## src/rtl/psm_pkg.sv

```systemverilog
// Package for the power saving mode controller: register map, field
// positions, reset values, timing constants and carrier types.
// Assumes a 100 MHz clock and a classic Wishbone register bus.
`default_nettype none

package psm_pkg;

    // ****************************************************************
    // Register map
    // ****************************************************************
    localparam logic [7:0] PSM_PMC_OFFSET = 8'h87;
    localparam logic [7:0] PSM_PMC_RESET  = 8'h00;
    localparam logic [7:0] PSM_READ_ZERO  = 8'h00;

    // Bit positions of the power mode control register.
    localparam int PSM_BIT_HALT_ARM  = 0;
    localparam int PSM_BIT_PD_ARM    = 1;
    localparam int PSM_BIT_FLAG0     = 2;
    localparam int PSM_BIT_FLAG1     = 3;
    localparam int PSM_BIT_DIV_EN    = 4;
    localparam int PSM_BIT_HALT_GO   = 5;
    localparam int PSM_BIT_PD_GO     = 6;

    // Bits that store and read back as written.
    localparam logic [7:0] PSM_STORE_MASK = 8'h1C;

    // ****************************************************************
    // Timing
    // ****************************************************************
    // Oscillator periods per machine cycle, states per cycle.
    localparam logic [3:0] PSM_PHASES      = 4'hC;
    localparam logic [3:0] PSM_LAST_PHASE  = 4'hB;
    // State 3 phase 1 is the fifth oscillator period (index 4).
    localparam logic [3:0] PSM_SAMPLE_PH   = 4'h4;
    // Slow-down divides the machine cycle rate by eight.
    localparam logic [2:0] PSM_SLOW_LAST   = 3'h7;
    // Slow-down takes effect within two machine cycles.
    localparam int PSM_SLOW_SYNC_CYC       = 2;

    typedef enum logic [1:0] {
        PSM_RUN,
        PSM_HALT,
        PSM_PDOWN
    } psm_mode_e;

    // Status gathered for the core and peripherals.
    typedef struct packed {
        logic cpu_clk_en;     // CPU clock gate
        logic periph_clk_en;  // Peripheral clock gate
        logic wdog_clk_en;    // Watchdog clock gate
        logic osc_run;        // Oscillators running
        logic strobe_hold_hi; // Address latch/program strobe high
        logic strobe_hold_lo; // Strobes low in power down
        logic hold_cpu_state; // CPU registers frozen
    } psm_gates_s;

endpackage

`default_nettype wire

```

## src/rtl/psm_ctrl.sv

```systemverilog
// Power saving mode controller: strap pin, power mode control register,
// idle and power down entry, slow-down clock enables and watchdog start.
// Assumes a classic Wishbone slave port on the 100 MHz clock and a strap
// level that is already synchronous to that clock.
`default_nettype none

module psm_ctrl
(
    input  wire logic        clk,         // 100 MHz clock
    input  wire logic        reset,       // Asynchronous reset, active high
    input  wire logic        clk_en,      // Freezes all state but the reset strap and watchdog latch while low
    // Classic Wishbone slave.
    input  wire logic        wb_cyc_i,    // Cycle
    input  wire logic        wb_stb_i,    // Strobe
    input  wire logic        wb_we_i,     // Write enable
    input  wire logic [7:0]  wb_adr_i,    // Byte address
    input  wire logic [3:0]  wb_sel_i,    // Byte lanes
    input  wire logic [31:0] wb_dat_i,    // Write data
    output logic      [31:0] wb_dat_o,    // Read data
    output logic             wb_ack_o,    // Acknowledge
    // Pins and system.
    input  wire logic        power_save_block_strap, // High blocks modes
    input  wire logic        irq_pending, // Any enabled interrupt
    output logic             watchdog_autostart, // Watchdog self-start
    output psm_pkg::psm_gates_s gates,    // Clock and pin controls
    output logic             machine_tick, // One pulse per machine cycle
    output logic             halt_active, // Idle mode active
    output logic             pdown_active // Power down active
);

    // ****************************************************************
    // Bus decode
    // ****************************************************************
    logic       req;
    logic       hit;
    logic       wr_strobe;
    logic [7:0] wr_byte;

    // Decode a register address against a printed offset.
    function automatic logic addr_hit(input logic [7:0] adr,
                                      input logic [7:0] off);
        addr_hit = (adr == off);
    endfunction

    assign req       = wb_cyc_i && wb_stb_i && !wb_ack_o;
    assign hit       = addr_hit(wb_adr_i, psm_pkg::PSM_PMC_OFFSET);
    assign wr_strobe = req && wb_we_i && hit && wb_sel_i[0] && clk_en;
    assign wr_byte   = wb_dat_i[7:0];

    // Ack one cycle after the request; unmapped reads return zero.
    always_ff @(posedge clk or posedge reset)
    begin
        if (reset)
            wb_ack_o <= 1'b0;
        else if (clk_en)
            wb_ack_o <= req;
    end

    // ****************************************************************
    // Machine cycle timing
    // ****************************************************************
    logic [3:0] phase_reg;
    logic [2:0] slow_reg;
    logic       osc_tick;

    assign osc_tick = (phase_reg == psm_pkg::PSM_LAST_PHASE);

    // Phase counter runs on the oscillator; power down stops it.
    always_ff @(posedge clk or posedge reset)
    begin
        if (reset)
            phase_reg <= 4'h0;
        else if (clk_en && !pdown_active)
            phase_reg <= osc_tick ? 4'h0 : phase_reg + 4'h1;
    end

    logic div_en_reg;
    logic div_eff_reg;

    always_ff @(posedge clk or posedge reset)
    begin
        if (reset)
        begin
            slow_reg    <= 3'h0;
            div_eff_reg <= 1'b0;
        end
        else if (clk_en && osc_tick)
        begin
            // The new rate is latched at a machine cycle boundary, so
            // it takes effect within one or two machine cycles.
            if (slow_reg == 3'h0)
                div_eff_reg <= div_en_reg;
            slow_reg <= (div_eff_reg && slow_reg != psm_pkg::PSM_SLOW_LAST)
                        ? slow_reg + 3'h1 : 3'h0;
        end
    end

    assign machine_tick = osc_tick && (slow_reg == 3'h0) && !pdown_active;

    // ****************************************************************
    // Strap sampling
    // ****************************************************************
    logic strap_reg;

    always_ff @(posedge clk or posedge reset)
    begin
        if (reset)
            strap_reg <= 1'b1;
        else if (clk_en && phase_reg == psm_pkg::PSM_SAMPLE_PH)
            strap_reg <= power_save_block_strap;
    end

    // reset strap
    // Caught on clock edges during reset; asynchronous reset does not
    // touch it, so a low level at any edge during reset decides.
    logic strap_low_seen_reg;
    logic in_reset_reg;
    always_ff @(posedge clk)
    begin
        in_reset_reg <= reset;
        if (reset)
        begin
            // The first edge of a reset reloads and later edges collect;
            // an unknown history at power-up also takes the reload path.
            if (in_reset_reg)
                strap_low_seen_reg <= strap_low_seen_reg
                                      || !power_save_block_strap;
            else
                strap_low_seen_reg <= !power_save_block_strap;
        end
    end

    // watchdog latch
    // Loaded only at the first edge after release, never again.
    always_ff @(posedge clk or posedge reset)
    begin
        if (reset)
            watchdog_autostart <= 1'b0;
        else if (in_reset_reg)
            watchdog_autostart <= !strap_low_seen_reg;
    end

    // ****************************************************************
    // Power mode control register
    // ****************************************************************
    logic [7:0] store_reg;
    logic       halt_arm_reg;
    logic       pd_arm_reg;
    logic       halt_go;
    logic       pd_go;
    logic       blocked;

    assign blocked = strap_reg;

    assign halt_go = wr_strobe && halt_arm_reg && !blocked
                     && wr_byte[psm_pkg::PSM_BIT_HALT_GO]
                     && !wr_byte[psm_pkg::PSM_BIT_HALT_ARM];
    assign pd_go   = wr_strobe && pd_arm_reg && !blocked
                     && wr_byte[psm_pkg::PSM_BIT_PD_GO]
                     && !wr_byte[psm_pkg::PSM_BIT_PD_ARM];

    always_ff @(posedge clk or posedge reset)
    begin
        if (reset)
            store_reg <= psm_pkg::PSM_PMC_RESET;
        else if (wr_strobe)
            store_reg <= wr_byte & psm_pkg::PSM_STORE_MASK;
    end
    assign div_en_reg = store_reg[psm_pkg::PSM_BIT_DIV_EN];

    always_ff @(posedge clk or posedge reset)
    begin
        if (reset)
        begin
            halt_arm_reg <= 1'b0;
            pd_arm_reg   <= 1'b0;
        end
        else if (wr_strobe)
        begin
            halt_arm_reg <= wr_byte[psm_pkg::PSM_BIT_HALT_ARM]
                            && !wr_byte[psm_pkg::PSM_BIT_HALT_GO];
            pd_arm_reg   <= wr_byte[psm_pkg::PSM_BIT_PD_ARM]
                            && !wr_byte[psm_pkg::PSM_BIT_PD_GO];
        end
    end

    // Read data: arm and start bits always read zero.
    always_ff @(posedge clk or posedge reset)
    begin
        if (reset)
            wb_dat_o <= 32'h0000_0000;
        else if (clk_en)
            wb_dat_o <= (req && hit && !wb_we_i)
                        ? {24'h00_0000, store_reg}
                        : {24'h00_0000, psm_pkg::PSM_READ_ZERO};
    end

    // ****************************************************************
    // Mode sequencer
    // ****************************************************************
    psm_pkg::psm_mode_e mode_reg;

    always_ff @(posedge clk or posedge reset)
    begin
        if (reset)
            mode_reg <= psm_pkg::PSM_RUN;
        else if (clk_en)
        begin
            case (mode_reg)
                psm_pkg::PSM_RUN:
                    if (pd_go)
                        mode_reg <= psm_pkg::PSM_PDOWN;
                    else if (halt_go)
                        mode_reg <= psm_pkg::PSM_HALT;
                psm_pkg::PSM_HALT:
                    if (irq_pending)
                        mode_reg <= psm_pkg::PSM_RUN;
                default:
                    mode_reg <= mode_reg;
            endcase
        end
    end

    assign halt_active  = (mode_reg == psm_pkg::PSM_HALT);
    assign pdown_active = (mode_reg == psm_pkg::PSM_PDOWN);

    always_comb
    begin
        gates.cpu_clk_en     = !halt_active && !pdown_active;
        gates.periph_clk_en  = !pdown_active;
        gates.wdog_clk_en    = !halt_active && !pdown_active;
        gates.osc_run        = !pdown_active;
        gates.strobe_hold_hi = halt_active;
        gates.strobe_hold_lo = pdown_active;
        gates.hold_cpu_state = halt_active || pdown_active;
    end

    // ****************************************************************
    // Checks
    // ****************************************************************
    // blocked entry
    strap_blocks_a: assert property (@(posedge clk) disable iff (reset)
        (blocked && mode_reg == psm_pkg::PSM_RUN) |=>
        mode_reg == psm_pkg::PSM_RUN)
        else $error("Mode entered while strap high");

    pd_wins_a: assert property (@(posedge clk) disable iff (reset)
        (clk_en && pd_go && mode_reg == psm_pkg::PSM_RUN) |=> pdown_active)
        else $error("Power down did not win");

    joint_write_a: assert property (@(posedge clk) disable iff (reset)
        (wr_strobe && wr_byte[psm_pkg::PSM_BIT_HALT_ARM]
         && mode_reg == psm_pkg::PSM_RUN) |=> !halt_active)
        else $error("Joint write started idle");

    arm_reads_a: assert property (@(posedge clk) disable iff (reset)
        wb_ack_o |-> (wb_dat_o[1:0] == 2'b00 && wb_dat_o[6:5] == 2'b00))
        else $error("Arm or start bit read nonzero");

    pd_sticky_a: assert property (@(posedge clk) disable iff (reset)
        pdown_active |=> pdown_active)
        else $error("Power down left without reset");

    irq_wake_a: assert property (@(posedge clk) disable iff (reset)
        (halt_active && irq_pending && clk_en) |=> !halt_active)
        else $error("Interrupt did not end idle");

    idle_gates_a: assert property (@(posedge clk) disable iff (reset)
        halt_active |-> (!gates.cpu_clk_en && gates.periph_clk_en
                         && !gates.wdog_clk_en))
        else $error("Idle clock gating wrong");

    arm_discard_a: assert property (@(posedge clk) disable iff (reset)
        (wr_strobe && !wr_byte[psm_pkg::PSM_BIT_HALT_ARM]) |=>
        !halt_arm_reg)
        else $error("Arm state not discarded");

    wdog_steady_a: assert property (@(posedge clk) disable iff (reset)
        !in_reset_reg |=> $stable(watchdog_autostart))
        else $error("Watchdog start changed");

    flag_store_a: assert property (@(posedge clk) disable iff (reset)
        wr_strobe |=> store_reg[3:2] == $past(wr_byte[3:2]))
        else $error("Spare flags not stored");

    autostart_load_a: assert property (@(posedge clk) disable iff (reset)
        in_reset_reg |=> watchdog_autostart == !$past(strap_low_seen_reg))
        else $error("Watchdog start not loaded from strap");

    halt_armed_a: assert property (@(posedge clk) disable iff (reset)
        $rose(halt_active) |-> ($past(halt_arm_reg) && !$past(blocked)))
        else $error("Idle entered without arm or while blocked");

    pd_armed_a: assert property (@(posedge clk) disable iff (reset)
        $rose(pdown_active) |-> $past(pd_arm_reg))
        else $error("Power down entered without arm");

    pd_unblocked_a: assert property (@(posedge clk) disable iff (reset)
        $rose(pdown_active) |-> !$past(blocked))
        else $error("Power down entered while strap high");

    reset_exit_a: assert property (@(posedge clk)
        $fell(reset) |-> (mode_reg == psm_pkg::PSM_RUN))
        else $error("Mode not cleared by reset");

    idle_entry_c: cover property (@(posedge clk) disable iff (reset)
        halt_go ##1 halt_active);
    pd_entry_c: cover property (@(posedge clk) disable iff (reset)
        pd_go ##1 pdown_active);
    idle_wake_c: cover property (@(posedge clk) disable iff (reset)
        halt_active ##1 !halt_active);
    slow_mode_c: cover property (@(posedge clk) disable iff (reset)
        div_eff_reg && machine_tick);

endmodule

`default_nettype wire

```

## config.mk

```make
export PLATFORM = sky130hd
export DESIGN_NAME = psm_ctrl
export DESIGN_NICKNAME = d
export VERILOG_FILES = /design/src/rtl/psm_pkg.sv /design/src/rtl/psm_ctrl.sv
export SDC_FILE = /design/constraint.sdc
export NUM_CORES = 1
export LEC_CHECK = 0
export BUFFER_PORTS_ARGS = -buffer_cell sky130_fd_sc_hd__buf_2
export CAP_MARGIN = 40
export CELL_PAD_IN_SITES_DETAIL_PLACEMENT = 1
export CELL_PAD_IN_SITES_GLOBAL_PLACEMENT = 2
export CORE_AREA = 2 2 84 86
export DETAILED_ROUTE_END_ITERATION = 7
export DIE_AREA = 0 0 86 88
export HOLD_SLACK_MARGIN = 0.03
export PLACE_DENSITY_LB_ADDON = 0.1
export SLEW_MARGIN = 30
export SYNTH_ARGS = -nofsm -noshare
export SYNTH_HDL_FRONTEND = slang
export SYNTH_SLANG_ARGS = --single-unit
```

## constraint.sdc

```tcl
create_clock -name clk -period 1.76 [get_ports clk]
set_clock_uncertainty 0.15 [all_clocks]
set_input_delay 0.528 -clock clk [delete_from_list [all_inputs] [get_ports clk]]
set_output_delay 0.528 -clock clk [all_outputs]
set_load 0.03 [all_outputs]
```

==> out/summary.txt, run 1 <==
post-synthesis simple-gate area fraction: 0.180
Pre-antenna DRT Iters: 4
crit-path max cell delay: 380 ps
critical path class: reg2out
via count: 1215
clock power share: 0.229
Initial Utilization: 0.216
Fmax achieved: 506 MHz
max reg flops: 4
DR vias/cell: 4.08
Max VDD drop: 0.292 mV
final hold vios: 0
Clock Latency Late Sink: 260 ps
Power Dens Cells: 679 mW/mm2
layout cell share with drive strength beyond 1: 0.491
pin count of the biggest net entering global routing: 16
YS warnings: 0
total gr overflow: 0
RSZ-0062 raised after global routing: yes
CTS Buf Count: 3
area delta synth->final: 48.0%
final wirelength: 3630 um
DR iter-0 viols: 26
CP Capture Type: primary output
met3 Track Usage GR: 0.0292
Mapped Cells: 146
Core Region: 0.00664 mm2
CP startpoint: slow_reg[1]$_DFFE_PP0P_
Ant. Diodes: 0
Arr. time, crit path: 1300 ps
Setup violations, final: 17
slowest stage cell, crit path: dfrtp_1
Die ar.: 0.00757 mm2
H-tree depth: 1
Placement Rows: 30
ANT nets after route: 0
XOR/XNOR Fraction of Synth Area: 0
Worst Setup Slack, final: -217 ps
CP startpoint kind: register
number of unique standard cell types used by synthesis: 33
GRT met1 Usage: 0.104
GRT Max-Usage Layer: met2
Die Width: 86 um
CTS Hold Bufs: 0
first-pass GRT wire length: 5890 um
Post-Synth Adder-Cell Area: 0.0696
Pins Over Slew Limit: 0
Sw Share: 0.330
Worst R2R End: store_reg[2]$_DFFE_PP0N_
final worst-path cycle share: 1.12
clk slew on worst S/H paths: 90 ps
commonest non-fill, non-tap cell in the layout: conb_1
CTS tree: built
P_int: 0.000968 W
initial antenna violation count: 0
Worst Path Required: 1080 ps
post-synthesis sequential area ratio: 0.401
crit-path leading delay family: flip-flops
wire length per cell: 12.2 um
worst-case reg-to-reg path depth: 4
GP Congestion: 0.767
Worst Hold Class: in2async
I/O Buffers: 38
hold_ws: 78.7 ps
syn avg cell area: 9.85 um2
leak pwr: 1.07 nW
Gate power share: 0.329
die height: 88 um
worst-path maximum fanout: 2
post-route minimum period: 1980 ps
Compound-Gate Fraction of Synth Area: 0.0862
post-layout util: 0.320
vias in the first global route: 1259
nets: 279
main combinational cell family by area after synthesis: buffers and inverters
I/O pin cnt: 96
multiplexer area fraction after synthesis: 0.0461
met2 Use GR: 0.193
Buf/Inv on CP: 2
placed cells: 281
Psw: 0.000477 W
crit-path cells: inv_1, ha_2, nand2b_4, nor3_4, buf_6
most frequent cells in the layout: 29 x conb_1, 28 x buf_4, 27 x buf_2
post-DP HPWL: 2850 um
root buf cell: clkbuf_8
Seq cells post-synth: 23
Reg power frac: 0.442
Max-cap violations: 0
failing checks: setup timing
Final Instance Count excl. Fillers: 298
status: finished, violations left
Worst R2R Start: wb_ack_o$_DFFE_PP0P_
Mapped Area: 0.00144 mm2
Filler Cell Count: 773
clock buffer depth: 2
FF-to-FF setup slack: -30 ps
drt drc: 0
gr usage total: 0.101
clock tree sinks: 23
repair_timing:
item                       4_1_cts  5_1_grt
setup endpoints to repair       18       21
gates resized for setup         40       16
buffers inserted                 9        4
pin swaps                       10        4
cell usage after synthesis:
cell type   n  area (um2)
dfxtp_1     1        20.0
dfrtp_1    20         500
a32o_1      1        10.0
nor2b_1     2        12.5
nand3b_1    3        22.5
mux2i_1     1        10.0
nor2_1      1        3.75
inv_1      16        60.1
ha_1        8         100
dfstp_2     1        26.3
nor4_4      1        21.3
nor4_1      1        6.26
a21oi_1     1        5.00
nor3b_1     1        7.51
nand3_1     1        5.00
nand2_1    14        52.6
o21ai_0    12        60.1
nand4b_1    4        35.0
a21oi_2     1        8.76
or4b_4      1        13.8
a21o_1      2        15.0
mux2_2      5        56.3
or4bb_1     2        22.5
edfxtp_1    1        30.0
a22o_1      2        17.5
nor4bb_1    1        10.0
nor4b_1     1        8.76
conb_1      1        3.75
and4b_1     1        10.0
nand2b_1    2        12.5
nor3_1      3        15.0
o21a_1      1        7.51
buf_4      33         248
kinds of logic (layout without fill, tap and decap cells):
logic type	count (synthesis)	in the layout
other	1	29
AOI/OAI and AO/OA	20	20
buffers and inverters	49	93
muxes	6	6
DFF	23	23
adders and majority gates	8	8
and+or+nand+nor	39	39
metal layers:
metal | wire, um | vias up
met1 | 1300 | 592
met3 | 212 | 4
met5 | 0 | -
met2 | 2060 | 44
met4 | 60 | 0
li1 | - | 575
area by class of cell:
cell class	instances	area, um2	share of cell area
inverters	16	65.1	0.0306
well taps	80	100	0.0471
clock buffers	4	45.0	0.0212
multi-input cells	102	782	0.368
repair buffers	73	557	0.262
flip-flops and latches	23	578	0.272
through the flow:
step	setup TNS, ps	setup slack, ps	power, W	area, um2
after floorplan	-2240	-351	0.000960	1580
after global placement	-3890	-509	0.00108	1800
after detailed placement	-3910	-507	0.00111	1800
after CTS	-2030	-247	0.00147	2050
after global routing	-2910	-293	0.00154	2130
final	-1860	-217	0.00145	2130
power by group through the flow:
stage | clock [W] | combinational (W) | sequential, W
floorplan | 0 | 0.000298 | 0.000662
global placement | 0 | 0.000438 | 0.000643
detailed placement | 0 | 0.000456 | 0.000650
CTS | 0.000356 | 0.000471 | 0.000639
global route | 0.000373 | 0.000527 | 0.000645
finish | 0.000331 | 0.000475 | 0.000639
worst max path at each step:
stage | to | slack, ps | cells past startpoint
after detailed placement | store_reg[2]$_DFFE_PP0N_ | -510 | 5
after global placement | store_reg[2]$_DFFE_PP0N_ | -510 | 5
after floorplan | store_reg[2]$_DFFE_PP0N_ | -350 | 3
after global routing | machine_tick | -290 | 5
final | machine_tick | -220 | 5
after CTS | machine_tick | -250 | 5
Power figures use the tool's default switching activity.
==> inputs of run 2 (changes only) <==
--- a/config.mk
+++ b/config.mk
@@ -14,6 +14,7 @@
 export DIE_AREA = 0 0 86 88
 export HOLD_SLACK_MARGIN = 0.03
 export PLACE_DENSITY_LB_ADDON = 0.1
+export REMOVE_ABC_BUFFERS = 1
 export SLEW_MARGIN = 30
 export SYNTH_ARGS = -nofsm -noshare
 export SYNTH_HDL_FRONTEND = slang
==> out/summary.txt, run 2 (synthesis gave the netlist of run 1 again) <==
final worst-path cycle share: 1.14
CTS Buf Count: 3
final wirelength: 3920 um
die height: 88 um
critical path class: reg2out
Worst Hold Class: reg2reg
RSZ-0062 raised after global routing: yes
GP Congestion: 0.681
total gr overflow: 0
clock buffer depth: 2
vias in the first global route: 1264
status: finished, violations left
I/O pin cnt: 96
CP startpoint kind: register
gr usage total: 0.105
max reg flops: 4
CTS tree: built
ANT nets after route: 0
Total Power: 0.00151 W
Setup violations, final: 15
failing checks: setup timing
post-route cell area: 0.00214 mm2
Pins Over Slew Limit: 0
first-pass GRT wire length: 6220 um
Max-cap violations: 0
Worst R2R Start: mode_reg[1]$_DFFE_PP0P_
register area: 577 um2
commonest non-fill, non-tap cell in the layout: conb_1
via count: 1192
most frequent CP cell: buf_6
CP Capture Type: primary output
leak pwr: 1.08 nW
Fmax achieved: 499 MHz
H-tree depth: 1
Worst Path Required: 1080 ps
Arr. time, crit path: 1330 ps
Post-Place Cell Area: 0.00177 mm2
Power Dens Cells: 706 mW/mm2
clk slew on worst S/H paths: 90 ps
crit-path max cell delay: 440 ps
worst hold path startpoint: in_reset_reg$_DFF_P_
Max VDD drop: 0.308 mV
slowest stage cell, crit path: dfrtp_1
Setup TNS Final: -2220 ps
Placement Rows: 30
Die Width: 86 um
final hold vios: 0
Ant. Diodes: 0
worst-path maximum fanout: 2
layout cell share with drive strength beyond 1: 0.482
Initial Utilization: 0.216
area of the multi-input gates: 773 um2
drt drc: 0
pin count of the biggest net entering global routing: 21
DR iter-0 viols: 30
wire length per cell: 13.1 um
hold_ws: 327 ps
Filler Cell Count: 773
Pre-antenna DRT Iters: 2
area delta synth->final: 49.1%
most frequent cells in the layout: 29 x conb_1, 27 x buf_2, 22 x buf_6, 22 x buf_4, 20 x dfrtp_1
DR vias/cell: 4.00
I/O Buffers: 38
post-DP HPWL: 2880 um
Core Region: 0.00664 mm2
nets: 279
clock tree sinks: 23
root buf cell: clkbuf_8
crit-path cells: buf_6, inv_6, ha_4, inv_4, buf_6
initial antenna violation count: 0
CP startpoint: mode_reg[1]$_DFFE_PP0P_
post-route minimum period: 2010 ps
Worst Setup Slack, final: -245 ps
Clock Latency Late Sink: 270 ps
Die ar.: 0.00757 mm2
[run 2: cell count changes in the layout (fill, tap and decap cells not counted), moves of 2 or more]
| cell | change |
|---|---|
| nand2_2 | -2 |
| nand2_1 | +2 |
| buf_4 | -6 |
| o21ai_0 | +2 |
| buf_6 | +5 |
[run 2: power by group]
part	switching (W)	internal [W]
clock network	0.000177	0.000162
logic	0.000291	0.000246
registers	0.0000391	0.000598
[run 2: worst paths after layout]
path	slack (ps)	to	cells past startpoint
worst min register to register	330	watchdog_autostart$_DFFE_PP0P_	1
worst min-delay path	330	watchdog_autostart$_DFFE_PP0P_	1
min in group asynchronous	510	watchdog_autostart$_DFFE_PP0P_	3
worst max-delay path	-250	gates[4]	5
max in group asynchronous	440	blocked$_DFFE_PP1P_	4
worst max register to register	-80	mode_reg[0]$_DFFE_PP0P_	9
[run 2: stage by stage]
stage	util	setup WS, ps	std cells
after floorplan	-	-547	141
after global placement	0.266	-503	283
after detailed placement	0.266	-516	283
after CTS	0.313	-304	297
after global routing	0.323	-336	298
final	0.323	-245	298
[run 2: worst max-delay path: cells and delay by family, from the launching register on]
family	cells	cell delay, ps
DFF	1	440
buffers and inverters	4	350
adders and majority gates	1	280
[run 2: final cells by class]
cell class                 count  area share
tap                           80      0.0467
inverter                      16      0.0327
sequential                    23       0.269
timing repair buffer          73       0.270
clock buffer                   4      0.0210
multi-input combinational    102       0.361
[run 2: layer usage]
| layer | GRT usage | share of wire | up-vias |
|---|---|---|---|
| met2 | 0.193 | 0.57 | 22 |
| met1 | 0.123 | 0.39 | 597 |
| li1 | - | - | 571 |
| met4 | 0.0216 | 0.0066 | 0 |
| met3 | 0.0273 | 0.032 | 2 |
| met5 | 0 | 0 | - |
[run 2: repair_timing]
item,in CTS,in global routing
setup buffers,9,3
pin swaps,11,6
endpoints found under the hold margin,1,0
gates resized for setup,51,17
hold buffers,1,0
endpoints found under the setup margin,17,23
